## src/rss_pkg.sv

```systemverilog
// shared constants and types of the rail supervisor and sequencer
// assumes one 250 MHz clock and a synchronous active high reset
`default_nettype none
package rss_pkg;
  localparam int CLK_MHZ = 250;
  // register offsets (8-bit registers)
  localparam logic [3:0] OFF_REG_STATUS = 4'h0;
  localparam logic [3:0] OFF_IRQ_STATUS = 4'h1;
  localparam logic [3:0] OFF_IRQ_MASK = 4'h2;
  localparam logic [3:0] OFF_CONV_CTRL_A = 4'h3;
  localparam logic [3:0] OFF_CONV_CTRL_B = 4'h4;
  localparam logic [3:0] OFF_LINEAR_CTRL = 4'h5;
  localparam logic [3:0] OFF_UVLO_THR = 4'h6;
  localparam logic [3:0] OFF_SEQ_STATE = 4'h7;
  // rail index within the four monitored outputs
  localparam int RAIL_IO = 0;
  localparam int RAIL_CORE = 1;
  localparam int RAIL_LIN_A = 2;
  localparam int RAIL_LIN_B = 3;
  // field positions
  localparam int FORCED_PWM_BIT = 7;
  localparam int LIN_A_EN_BIT = 0;
  localparam int LIN_B_EN_BIT = 1;
  localparam int ST_UVLO_BIT = 4;
  localparam int ST_OT_BIT = 5;
  localparam int ST_AC_OK_BIT = 6;
  localparam int ST_USB_OK_BIT = 7;
  // reset values
  localparam logic [7:0] RST_CONV_CTRL_A = 8'h00;
  localparam logic [7:0] RST_CONV_CTRL_B = 8'h00;
  localparam logic [7:0] RST_LINEAR_CTRL = 8'h03;
  localparam logic [7:0] RST_IRQ_MASK = 8'h00;
  // threshold code for 2.75 V
  localparam logic [7:0] RST_UVLO_THR = 8'h03;
  // voltage codes loaded from the straps
  localparam logic [3:0] IO_V_3V0 = 4'h0;
  localparam logic [3:0] IO_V_3V3 = 4'h1;
  localparam logic [3:0] CORE_V_1V5 = 4'h0;
  localparam logic [3:0] CORE_V_1V8 = 4'h1;
  // timing
  localparam int UVLO_DLY_NS = 1000;
  localparam int OT_DLY_NS = 1000;
  localparam int SEQ_STEP_NS = 200;
  localparam logic [15:0] UVLO_DLY_CYC = 16'((UVLO_DLY_NS * CLK_MHZ + 999) / 1000);
  localparam logic [15:0] OT_DLY_CYC = 16'((OT_DLY_NS * CLK_MHZ + 999) / 1000);
  localparam logic [15:0] SEQ_STEP_CYC = 16'((SEQ_STEP_NS * CLK_MHZ + 999) / 1000);
  localparam logic [15:0] STRAP_SETTLE_CYC = 16'h0004;
  // synchronised pin vector layout
  localparam int SYNC_W = 9;
  localparam int SY_VCC_LOW = 0;
  localparam int SY_OT = 1;
  localparam int SY_PWM_IO = 2;
  localparam int SY_PWM_CORE = 3;
  localparam int SY_SEQ = 4;
  localparam int SY_CORE_STRAP = 5;
  localparam int SY_IO_STRAP = 6;
  localparam int SY_AC_LOW = 7;
  localparam int SY_USB_LOW = 8;
  typedef enum logic [7:0] {
    ST_INIT = 8'h01,
    ST_UP1 = 8'h02,
    ST_UP2 = 8'h04,
    ST_ON = 8'h08,
    ST_PFAIL = 8'h10,
    ST_DN1 = 8'h20,
    ST_DN2 = 8'h40,
    ST_OFF = 8'h80
  } rss_state_t;
endpackage
`default_nettype wire

```

## src/rss_pg_if.sv

```systemverilog
// link between the sequencer and the power-good monitor
// assumes both ends run on the same clock
`default_nettype none
interface rss_pg_if;
  logic [3:0] en;
  logic [3:0] good;
  logic [3:0] fall;
  modport mon (input en, output good, output fall);
  modport ctl (output en, input good, input fall);
endinterface
`default_nettype wire

```

## src/rss_pg_mon.sv

```systemverilog
// power-good monitor: synchronises comparator pins and keeps hysteresis flags
// assumes comparator pins are asynchronous to sys_clk
`default_nettype none
module rss_pg_mon (
  input wire logic sys_clk,
  input wire logic rst,
  input wire logic [3:0] below_lo_pin,
  input wire logic [3:0] above_hi_pin,
  rss_pg_if.mon pg
);
  typedef struct packed {
    logic [3:0] lo_s1;
    logic [3:0] lo_s2;
    logic [3:0] hi_s1;
    logic [3:0] hi_s2;
    logic [3:0] good;
    logic [3:0] fall;
  } rss_mon_t;

  rss_mon_t r, n;

  always_comb begin
    n = r;
    n.lo_s1 = below_lo_pin;
    n.lo_s2 = r.lo_s1;
    n.hi_s1 = above_hi_pin;
    n.hi_s2 = r.hi_s1;
    for (int i = 0; i < 4; i++) begin
      n.fall[i] = 1'b0;
      if (!pg.en[i]) begin
        n.good[i] = 1'b1;
      end else if (r.lo_s2[i]) begin
        n.good[i] = 1'b0;
        n.fall[i] = r.good[i];
      end else if (r.hi_s2[i]) begin
        n.good[i] = 1'b1;
      end
    end
  end

  always_ff @(posedge sys_clk) begin
    if (rst) begin
      r <= '{default: '0, good: 4'hf};
    end else begin
      r <= n;
    end
  end

  assign pg.good = r.good;
  assign pg.fall = r.fall;
endmodule // rss_pg_mon
`default_nettype wire

```

## src/rss_supervisor.sv

```systemverilog
// rail supervisor and power sequencer with register port
// assumes analog comparators, straps and fault pins are asynchronous
// Summary of operation
// - converter rail bad below 90 percent, hysteresis
// - linear rails use same thresholds, hysteresis
// - four good flags readable in status register
// - maskable interrupt on any rail drop
// - converter comparators idle while converter disabled
// - second linear comparator idle when disabled
// - power-on reset follows io rail good
// - overtemperature shuts both converters down
// - overtemperature only counted in PWM operation
// - linear regulators enabled after reset, programmable
// - lockout threshold defaults 2.75 V, writable
// - lockout: power fail, delay, ordered shutdown
// - overtemperature: same, with its own delay
// - automatic restart once fault clears
// - charger lockout flags independent of main
// - sequence pin picks first-up, last-down rail
// - core strap picks 1.5 or 1.8 V
// - io strap picks 3 or 3.3 V
// - forced PWM is bit 7 of control A
//
// The placing of the registers and strobed register access were chosen for this implementation.
`default_nettype none
module rss_supervisor
  import rss_pkg::*;
#(
  parameter logic [15:0] UVLO_DLY = UVLO_DLY_CYC,
  parameter logic [15:0] OT_DLY = OT_DLY_CYC,
  parameter logic [15:0] SEQ_STEP = SEQ_STEP_CYC
) (
  input wire logic sys_clk,
  input wire logic rst,
  input wire logic [3:0] reg_addr,
  input wire logic [7:0] reg_wdata,
  input wire logic reg_wr,
  input wire logic reg_rd,
  output logic [7:0] reg_rdata,
  input wire logic [3:0] rail_below_lo,
  input wire logic [3:0] rail_above_hi,
  input wire logic vcc_below_uvlo,
  input wire logic overtemp_in,
  input wire logic io_auto_pwm,
  input wire logic core_auto_pwm,
  input wire logic sequence_order_pin,
  input wire logic core_voltage_strap,
  input wire logic io_voltage_strap,
  input wire logic ac_below_chg_uvlo,
  input wire logic usb_below_chg_uvlo,
  output logic io_conv_en,
  output logic core_conv_en,
  output logic linear_reg_a_en,
  output logic linear_reg_b_en,
  output logic [3:0] io_vsel,
  output logic [3:0] core_vsel,
  output logic [1:0] linear_reg_a_sel,
  output logic [1:0] linear_reg_b_sel,
  output logic forced_pwm,
  output logic [2:0] uvlo_thr_code,
  output logic power_on_reset_out_n,
  output logic power_fail_out_n,
  output logic irq_out
);

  ////////////////////////////////////////////////////////////////////////////
  // state

  typedef struct packed {
    rss_state_t st;
    logic [15:0] cnt;
    logic ot_cause;
    logic [SYNC_W-1:0] s1;
    logic [SYNC_W-1:0] s2;
    logic [7:0] conv_a;
    logic [7:0] conv_b;
    logic [7:0] lin_ctl;
    logic [7:0] uvlo_thr;
    logic [7:0] irq_sts;
    logic [7:0] irq_mask;
    logic [7:0] rdata;
    logic io_en;
    logic core_en;
    logic io_en_d;
    logic rails_up;
    logic lin_a_on;
    logic lin_b_on;
    logic irq;
    logic por_n;
    logic pfail_n;
  } rss_regs_t;

  localparam rss_regs_t RST_REGS = '{
    st: ST_INIT,
    cnt: 16'h0000,
    ot_cause: 1'b0,
    s1: '0,
    s2: '0,
    conv_a: RST_CONV_CTRL_A,
    conv_b: RST_CONV_CTRL_B,
    lin_ctl: RST_LINEAR_CTRL,
    uvlo_thr: RST_UVLO_THR,
    irq_sts: 8'h00,
    irq_mask: RST_IRQ_MASK,
    rdata: 8'h00,
    io_en: 1'b0,
    core_en: 1'b0,
    io_en_d: 1'b0,
    rails_up: 1'b0,
    lin_a_on: 1'b0,
    lin_b_on: 1'b0,
    irq: 1'b0,
    por_n: 1'b0,
    pfail_n: 1'b0
  };

  rss_regs_t r, n;
  rss_pg_if pg ();

  // address match, shared by the write and read paths
  function automatic logic hit(input logic [3:0] a, input logic [3:0] off);
    hit = (a == off);
  endfunction

  ////////////////////////////////////////////////////////////////////////////
  // power-good monitor

  // rail a comparator only watches while rails are regulating
  // comparator follows regulator enable
  assign pg.en = {r.lin_b_on, r.lin_a_on, r.core_en, r.io_en};

  rss_pg_mon u_mon (
    .sys_clk(sys_clk),
    .rst(rst),
    .below_lo_pin(rail_below_lo),
    .above_hi_pin(rail_above_hi),
    .pg(pg)
  );

  ////////////////////////////////////////////////////////////////////////////
  // next state

  logic pwm_on;
  logic ot_q;
  logic fault;
  logic seq_io_first;
  logic [7:0] status_word;
  logic [7:0] irq_clr;

  always_comb begin
    n = r;
    n.s1 = {usb_below_chg_uvlo, ac_below_chg_uvlo, io_voltage_strap, core_voltage_strap,
            sequence_order_pin, core_auto_pwm, io_auto_pwm, overtemp_in, vcc_below_uvlo};
    n.s2 = r.s1;
    n.rdata = 8'h00;

    pwm_on = r.conv_a[FORCED_PWM_BIT] | r.s2[SY_PWM_IO] | r.s2[SY_PWM_CORE];
    ot_q = r.s2[SY_OT] & pwm_on;
    fault = r.s2[SY_VCC_LOW] | ot_q;
    // pin low brings core up first
    seq_io_first = r.s2[SY_SEQ];

    status_word = {~r.s2[SY_USB_LOW], ~r.s2[SY_AC_LOW], ot_q, r.s2[SY_VCC_LOW], pg.good};

    // register writes
    irq_clr = 8'h00;
    if (reg_wr) begin
      if (hit(reg_addr, OFF_IRQ_STATUS)) begin
        irq_clr = reg_wdata;
      end
      if (hit(reg_addr, OFF_IRQ_MASK)) begin
        n.irq_mask = {4'h0, reg_wdata[3:0]};
      end
      if (hit(reg_addr, OFF_CONV_CTRL_A)) begin
        n.conv_a = reg_wdata;
      end
      if (hit(reg_addr, OFF_CONV_CTRL_B)) begin
        n.conv_b = reg_wdata;
      end
      if (hit(reg_addr, OFF_LINEAR_CTRL)) begin
        n.lin_ctl = reg_wdata;
      end
      if (hit(reg_addr, OFF_UVLO_THR)) begin
        n.uvlo_thr = {5'h00, reg_wdata[2:0]};
      end
    end

    // sticky drop flags, set beats clear
    n.irq_sts = (r.irq_sts & ~irq_clr) | {4'h0, pg.fall};
    n.irq = |(n.irq_sts & n.irq_mask);

    // register reads, data in the following cycle
    if (reg_rd) begin
      if (hit(reg_addr, OFF_REG_STATUS)) begin
        n.rdata = status_word;
      end else if (hit(reg_addr, OFF_IRQ_STATUS)) begin
        n.rdata = r.irq_sts;
      end else if (hit(reg_addr, OFF_IRQ_MASK)) begin
        n.rdata = r.irq_mask;
      end else if (hit(reg_addr, OFF_CONV_CTRL_A)) begin
        n.rdata = r.conv_a;
      end else if (hit(reg_addr, OFF_CONV_CTRL_B)) begin
        n.rdata = r.conv_b;
      end else if (hit(reg_addr, OFF_LINEAR_CTRL)) begin
        n.rdata = r.lin_ctl;
      end else if (hit(reg_addr, OFF_UVLO_THR)) begin
        n.rdata = r.uvlo_thr;
      end else if (hit(reg_addr, OFF_SEQ_STATE)) begin
        n.rdata = r.st;
      end
    end

    //////////////////////////////////////////////////////////////////////////
    // sequencer

    if (r.cnt != 16'h0000) begin
      n.cnt = r.cnt - 16'h0001;
    end

    case (r.st)
      ST_INIT: begin
        // wait for strap synchronisers to settle before sampling
        if (r.cnt == 16'h0000) begin
          n.cnt = STRAP_SETTLE_CYC;
        end
        if (r.cnt == 16'h0001) begin
          n.conv_a[3:0] = r.s2[SY_IO_STRAP] ? IO_V_3V3 : IO_V_3V0;
          n.conv_b[3:0] = r.s2[SY_CORE_STRAP] ? CORE_V_1V8 : CORE_V_1V5;
          n.cnt = SEQ_STEP;
          n.st = fault ? ST_OFF : ST_UP1;
        end
      end
      ST_UP1: begin
        if (seq_io_first) begin
          n.io_en = 1'b1;
        end else begin
          n.core_en = 1'b1;
        end
        if (r.cnt == 16'h0000) begin
          n.cnt = SEQ_STEP;
          n.st = ST_UP2;
        end
      end
      ST_UP2: begin
        n.io_en = 1'b1;
        n.core_en = 1'b1;
        if (r.cnt == 16'h0000) begin
          n.st = ST_ON;
        end
      end
      ST_ON: begin
        n.rails_up = 1'b1;
      end
      ST_PFAIL: begin
        // outputs stay up while power fail warns the processor
        if (r.cnt == 16'h0000) begin
          n.cnt = SEQ_STEP;
          n.st = ST_DN1;
        end
      end
      ST_DN1: begin
        // linear rails and last-up rail go first
        n.rails_up = 1'b0;
        if (seq_io_first) begin
          n.core_en = 1'b0;
        end else begin
          n.io_en = 1'b0;
        end
        if (r.cnt == 16'h0000) begin
          n.cnt = SEQ_STEP;
          n.st = ST_DN2;
        end
      end
      ST_DN2: begin
        n.io_en = 1'b0;
        n.core_en = 1'b0;
        if (r.cnt == 16'h0000) begin
          n.st = ST_OFF;
        end
      end
      ST_OFF: begin
        if (!fault) begin
          n.cnt = SEQ_STEP;
          n.st = ST_UP1;
        end
      end
      default: begin
        n.st = ST_INIT;
        n.cnt = 16'h0000;
      end
    endcase

    // a fault while rising or running starts the shutdown
    if (fault && (r.st == ST_UP1 || r.st == ST_UP2 || r.st == ST_ON)) begin
      n.st = ST_PFAIL;
      n.ot_cause = ~r.s2[SY_VCC_LOW];
      n.cnt = r.s2[SY_VCC_LOW] ? UVLO_DLY : OT_DLY;
    end

    // enabled by default once rails are up
    n.lin_a_on = n.rails_up & n.lin_ctl[LIN_A_EN_BIT];
    n.lin_b_on = n.rails_up & n.lin_ctl[LIN_B_EN_BIT];

    // reset released only with io rail good
    // first enabled cycle still shows the idle-forced good flag
    n.io_en_d = r.io_en;
    n.por_n = r.io_en_d & r.io_en & pg.good[RAIL_IO];
    // power fail low first, held with reset
    n.pfail_n = n.por_n & ~fault & ~(n.st == ST_PFAIL || n.st == ST_DN1 ||
                                     n.st == ST_DN2 || n.st == ST_OFF);
  end

  always_ff @(posedge sys_clk) begin
    if (rst) begin
      r <= RST_REGS;
    end else begin
      r <= n;
    end
  end

  ////////////////////////////////////////////////////////////////////////////
  // outputs, all from flip-flops

  assign reg_rdata = r.rdata;
  assign io_conv_en = r.io_en;
  assign core_conv_en = r.core_en;
  assign linear_reg_a_en = r.lin_a_on;
  assign linear_reg_b_en = r.lin_b_on;
  assign io_vsel = r.conv_a[3:0];
  assign core_vsel = r.conv_b[3:0];
  assign linear_reg_a_sel = r.lin_ctl[5:4];
  assign linear_reg_b_sel = r.lin_ctl[7:6];
  assign forced_pwm = r.conv_a[FORCED_PWM_BIT];
  // threshold code to the lockout comparator
  assign uvlo_thr_code = r.uvlo_thr[2:0];
  assign power_on_reset_out_n = r.por_n;
  assign power_fail_out_n = r.pfail_n;
  assign irq_out = r.irq;

endmodule // rss_supervisor
`default_nettype wire

```

## config.mk

```make
export PLATFORM = sky130hd
export DESIGN_NAME = rss_supervisor
export DESIGN_NICKNAME = d
export VERILOG_FILES = /design/src/rss_pkg.sv /design/src/rss_pg_if.sv /design/src/rss_pg_mon.sv /design/src/rss_supervisor.sv
export SDC_FILE = /design/constraint.sdc
export NUM_CORES = 1
export LEC_CHECK = 0
export ABC_CLOCK_PERIOD_IN_PS = 2400
export BUFFER_PORTS_ARGS = -buffer_cell sky130_fd_sc_hd__buf_2
export CAP_MARGIN = 20
export CORE_MARGIN = 5
export CORE_UTILIZATION = 58
export DETAILED_ROUTE_END_ITERATION = 8
export GPL_ROUTABILITY_DRIVEN = 0
export GPL_TIMING_DRIVEN = 0
export PLACE_DENSITY = 0.81
export RECOVER_POWER = 25
export SLEW_MARGIN = 20
export SYNTH_ARGS = -nofsm -noshare
export SYNTH_HDL_FRONTEND = slang
export SYNTH_SLANG_ARGS = --single-unit
```

## constraint.sdc

```tcl
create_clock -name sys_clk -period 2.4 [get_ports sys_clk]
set_clock_uncertainty 0.05 [all_clocks]
set_input_delay 0.24 -clock sys_clk [delete_from_list [all_inputs] [get_ports sys_clk]]
set_output_delay 0.24 -clock sys_clk [all_outputs]
set_load 0.01 [all_outputs]
```

======== Word-level counts from Yosys, hierarchy flattened ========
Cells that the tools add are included.
storage, ports and cells
  input port bits ......................... 33
  output and inout port bits .............. 31
  register bits ........................... 127
  word-level logic and storage cells ...... 172
operators by class
  bitwise operators ....................... 28
  reductions and logical operators ........ 32
  add/sub/neg operators ................... 1
  mux-type cells .......................... 50
  eq/ne operators ......................... 24
operators with widths
  operator                                             number
  2-to-1 mux 8 bit                                     17
  2-to-1 mux 24 bit                                    5
  one-hot mux 16 bit (6 select lines)                  1
  one-hot mux 8 bit (8 select lines)                   1
  2-to-1 mux 16 bit                                    2
  2-to-1 mux 28 bit                                    1
  2-to-1 mux 25 bit                                    1
  2-to-1 mux 4 bit                                     5
  bitwise AND 8 bit                                    2
  == test 16 x 1 -> 1 bit (second input constant)      1
  == test 4 x 3 -> 1 bit (second input constant)       4
  == test 8 x 5 -> 1 bit (second input constant)       2
  == test 8 x 6 -> 1 bit (second input constant)       2
  == test 8 x 7 -> 1 bit (second input constant)       2
  == test 8 bit (second input constant)                2
  zero test 16 bit                                     1
  nonzero test 16 bit                                  1
  subtractor 16 x 1 -> 16 bit (second input constant)  1
  OR reduction 3 bit                                   5
  2-to-1 mux 1 bit                                     14
  inverter 1 bit                                       14
  OR reduction 2 bit                                   6
  == test 4 x 2 -> 1 bit (second input constant)       2
  == test 8 x 1 -> 1 bit (second input constant)       1
  20 further kinds                                     42

======== Logic depth before layout (Yosys ltp) ========
  depth in word-level cells ............... 14
  depth in mapped cells ................... 8

======== Modules after synthesis ========
A second synthesis with hierarchy kept.
unflattened totals
  cell total of the unflattened synthesis .. 619
  area, all modules ....................... 5788.1 sq um
modules (own cells, without submodules)
  module          area each (sq um)  seq. area each (sq um)  times used  cells an instance
  rss_supervisor  5018.6             2042.0                  1           553
  rss_pg_mon      769.5              480.5                   1           66

======== Worst setup path before layout ========
No wires, ideal clock.
  path kind ............................... flip-flop to flip-flop
  start point ............................. reg r[84] (netlist bit)
  end point ............................... reg r[90] (netlist bit)
  required time ........................... 2.219 ns
  clock period less this slack ............ 1.846 ns
  stages on the path, launching flop included .. 9
  data arrival time ....................... 1.665 ns
  buffers on the path ..................... 1
  setup slack ............................. 0.554 ns
  cell sequence ........................... dfxtp_1 inv_1 ha_1 nand3_1 nor2_4 inv_2 a221oi_2 buf_4 o31ai_1
between the ends
  cells in the longest elaborated chain, start to end .. 6
  elaborated cells between the ends (all ways) .. 13
RTL lines
  what                                                                line                                          RTL
  start, declared                                                     rss_supervisor.sv:117                         rss_regs_t r, n;
  start signal, assigned                                              rss_supervisor.sv:317                         r <= n;
  subtractor 16 x 1 -> 16 bit or nonzero test 16 bit (tied branches)  rss_supervisor.sv:217, rss_supervisor.sv:216
  2-to-1 mux 16 bit                                                   rss_supervisor.sv:216                         if (r.cnt != 16'h0000) begin
  2-to-1 mux 16 bit                                                   rss_supervisor.sv:223                         if (r.cnt == 16'h0000) begin
  2-to-1 mux 24 bit                                                   rss_supervisor.sv:226                         if (r.cnt == 16'h0001) begin
  one-hot mux 16 bit (6 select lines) *                               rss_supervisor.sv:220                         case (r.st)
  2-to-1 mux 25 bit *                                                 rss_supervisor.sv:294                         if (fault && (r.st == ST_UP1 || r.st == ST_UP2 || r.st == ST_ON)) begin
Mark *: on every way between the ends. The rest lies on a longest branch, timed or not.
A chain may end at the register's enable or synchronous reset.

======== Final worst setup path ========
  start point ............................. reg r[85] (netlist bit)
  end point ............................... reg r[90] (netlist bit)
The elaborated chain is that of the path after synthesis.

==> key figures <==
Run status
  • Outcome: finished, final reports clean

Route
  • Via Count: 5064
  • DRT Pass-1 Iters: 5
  • DR vias/cell: slightly below 6
  • DRC viols: 0
  • Post-Route WL: 15.4 mm
  • Routed WL per cell: approximately 18 µm
  • Post-route ant nets: 0
  • DR iter-0 viols: about 400

Synth
  • Yosys top cell area share: 44.2%
  • Simple-Gate Fraction of Synth Area: 23.2%
  • Post-synth top flop: dfxtp_1
  • Mean cell area of the mapped netlist: roughly 9.3 µm²
  • Leading area contributor after synthesis: dfxtp_1
  • Top cells by area, synth: dfxtp_1 44%, mux2i_1 6.0%, nor2b_1 5.5%
  • Post-synthesis xor/xnor area fraction: 2.00%
  • Compound-Gate Fraction of Synth Area: between 10% and 20%
  • Syn_nets: between 600 and 700
  • Yosys cell types: 63
  • Synthesized flop and latch total: approximately 130
  • Yosys warns: 0
  • Async set-reset flop share out of synthesis: 0%
  • Number of synthesized flops with an enable pin: 0
  • Adder-Cell Fraction of Synth Area: less than 1%
  • Mapped Cells: a little over 600
  • Mapped cell area: between 5000 and 6000 µm²
  • Multiplexer area fraction after synthesis: between 8 and 9%
  • Main combinational cell family by area after synthesis: simple AND/OR/NAND/NOR gates
  • Seq/Total Area, Yosys: ~44%

Timing
  • RSZ-0062 raised after global routing: false
  • Max Fclk: ~440 MHz
  • Part of the cycle the worst path needs: between 90% and 100%
  • Slew @ Worst Pin: between 0.7 and 0.8 ns
  • Period minus WS final: roughly 2.3 ns
  • Hold Violations, Final: 0
  • Slew Limit Fails: 0
  • Worst rel slew slack: between 50 and 60%
  • Final Worst Setup Slack: 0.125 ns
  • Setup TNS: 0 ns
  • Final setup vio count: 0

Cells and area
  • # diodes: 0
  • Final std cells w/o fill: approximately 860
  • Area of the multi-input gates: roughly 2800 µm²
  • Layout cells sized above 1: between 10% and 20%
  • Number of fill cells: between 600 and 700
  • Final net count: between 700 and 800
  • Sequential Area: about 2500 µm²
  • Area grow syn2layout: 23.2%

Placement
  • Cells after DPL: between 800 and 900
  • Hpwl dp: 10.6 mm
  • PortBufs: between 60 and 70
  • DP Worst Slack: 0.0243 ns

Job
  • MaxCap Viol Count: 0

Critical path
  • Worst reg2reg setup slack: 0.13 ns
  • Crit end category: flop
  • Worst EP arrival: around 2.6 ns
  • CP endpoint: r[90]$_SDFF_PP0_
  • CP startpoint: r[85]$_SDFF_PP0_
  • WS Path Type: flop to flop
  • Crit Reg-Reg Startpoint: r[85]$_SDFF_PP0_
  • R2R cell count: 8
  • CP max FO: 10
  • Worst R2R End: r[90]$_SDFF_PP0_
  • CP Launch Type: flop
  • Required @ worst endpoint: roughly 2.7 ns

Global routing
  • Gr usage total: about a quarter
  • Gr ovfl total: 0
  • First-pass GRT wire length: 24.4 mm
  • Initial antenna violation count: 0
  • Largest net degree at the start of global routing: 17
  • Vias in the first global route: 4966

Floorplanning
  • Starting density of the core: roughly three fifths
  • Die Height: about 110 µm
  • Core footprint: approximately 9700 µm²
  • Die area: roughly 12000 µm²
  • Row cnt: 36
  • IO Count: 64
  • Die X: ~110 µm

Pwr
  • Lkg Pwr: 2.78 nW
  • Max IR drop VDD: approximately 0.00084 V
  • Total power density per cell area: around 1000 nW/µm²

Clock network
  • Post-CTS setup buffers: 0
  • Clock sink count: about 130
  • Root buffer cell: clkbuf_8
  • Inserted Clock Buffers: 17
  • CTS tree: built
  • H-tree levels: 4
  • Worst-path clk slew: roughly 0.06 ns
  • Clk buf depth: 2
  • Clock Latency Late Sink: 0.53 ns

Worst hold path
  • HP Class: input port to flop
==> cells in the final DEF (no fill, tap or decap), drive strengths merged, types with 6 or more instances in the layout <==
cell type    count
a211oi          12
a21oi           30
a22oi           10
and2             9
and3            16
buf             75
clkbuf          63
dfxtp          126
dlygate4sd3     26
inv             11
mux2            14
mux2i           34
nand2           30
nand3           10
nor2            52
nor2b           50
nor3            30
nor4             7
o211ai           6
o21a             6
o21ai           18
xnor2            7
xor2             6
==> report_power, final <==
group	total, W	internal (W)	switching (W)
Combinational	0.00193	0.000740	0.00119
Sequential	0.00234	0.00223	0.000119
Clock	0.00256	0.00161	0.000947
==> state kept, by name, indices dropped and copies added, names as in the netlist, 3 cells and up <==
| name | cells |
|---|---|
| r | 62 |
| n | 9 |
| reg_rdata | 8 |
| u_mon.n | 8 |
| u_mon.r | 8 |
| core_vsel | 4 |
| io_vsel | 4 |
| u_mon.pg.fall | 4 |
| u_mon.pg.good | 4 |
| uvlo_thr_code | 3 |
==> final cells by class <==
class,instances,share of cell area (%)
multi-input cells,419,40.2
flip-flops and latches,126,35.9
repair buffers,87,7.68
clock buffers,19,6.14
plain buffers,58,4.90
well taps,133,2.37
clock inverters,13,2.32
inverters,9,0.481
==> routing by layer <==
metal  wire length (µm)  track usage, %  vias up
met5                  0               0        -
met4                499            12.4        0
met3               1300            7.93       55
met2               7350            42.7      268
met1               6310            33.1     2352
li1                   -               -     2389
==> metrics by stage <==
step                instance area (µm²)  util [%]  hold slack [ns]  total power, W
finish                             7030      72.5           0.0487         0.00683
global route                       7030      72.5           0.0668         0.00713
global placement                   6170      63.8            0.366         0.00414
CTS                                7030      72.6           0.0224         0.00680
detailed placement                 6170      63.8            0.376         0.00420
floorplan                          5700         -            0.285         0.00377
==> worst min path at each step <==
| stage | startpoint | end | slack [ns] | cells after the start |
|---|---|---|---|---|
| 2_1_floorplan | rst | r[6]$_SDFF_PP0_ | 0.29 | 1 |
| 3_5_place_dp | u_mon.n[17]$_SDFF_PP0_ | u_mon.r[17]$_SDFF_PP0_ | 0.38 | 1 |
| 4_1_cts | reg_wdata[1] | r[42]$_SDFF_PP1_ | 0.02 | 3 |
| 3_3_place_gp | u_mon.n[9]$_SDFF_PP0_ | u_mon.r[9]$_SDFF_PP0_ | 0.37 | 1 |
| 5_1_grt | reg_wdata[3] | r[44]$_SDFFE_PP0P_ | 0.07 | 3 |
| 6_report | reg_wdata[1] | r[42]$_SDFF_PP1_ | 0.05 | 3 |
==> worst max-delay path, cell delays in order (launching register included) <==
cell      delay [ns]
dfxtp_1         0.36
inv_1           0.10
ha_1            0.30
and3_1          0.19
clkbuf_1        0.28
o21ai_0         0.18
a221oi_2        0.34
buf_4           0.24
o31ai_1         0.09
==> synthesized netlist by cell type (all sizes together) (4+ instances only) <==
cell type,n
o21a,6
mux2,14
o31ai,4
nor4b,5
nand2,30
nor3,30
nand4,5
a21oi,30
dfxtp,126
nor2b,50
xor2,6
o21ai,18
a22oi,10
mux2i,34
o22ai,4
a221oi,4
o211ai,6
nor2,52
inv,9
and3,16
nand3,10
buf,38
xnor2,7
clkbuf,20
and2,9
nand3b,4
nor4,7
nand2b,4
a31oi,5
a211oi,12
==> kinds of logic after synthesis <==
family / Yosys count
AOI/OAI and AO/OA: 122
muxes: 48
and+or+nand+nor: 233
xor gates and xnor gates: 13
adders and majority gates: 3
buffers and inverters: 67
DFF: 126
==> what timing repair did <==
item                                   CTS  global route
setup endpoints to repair                0             9
resized for setup                        0             4
endpoints found under the hold margin   35             0
hold buffers                            26             0
No activity file was read; power rests on OpenSTA's default activity.
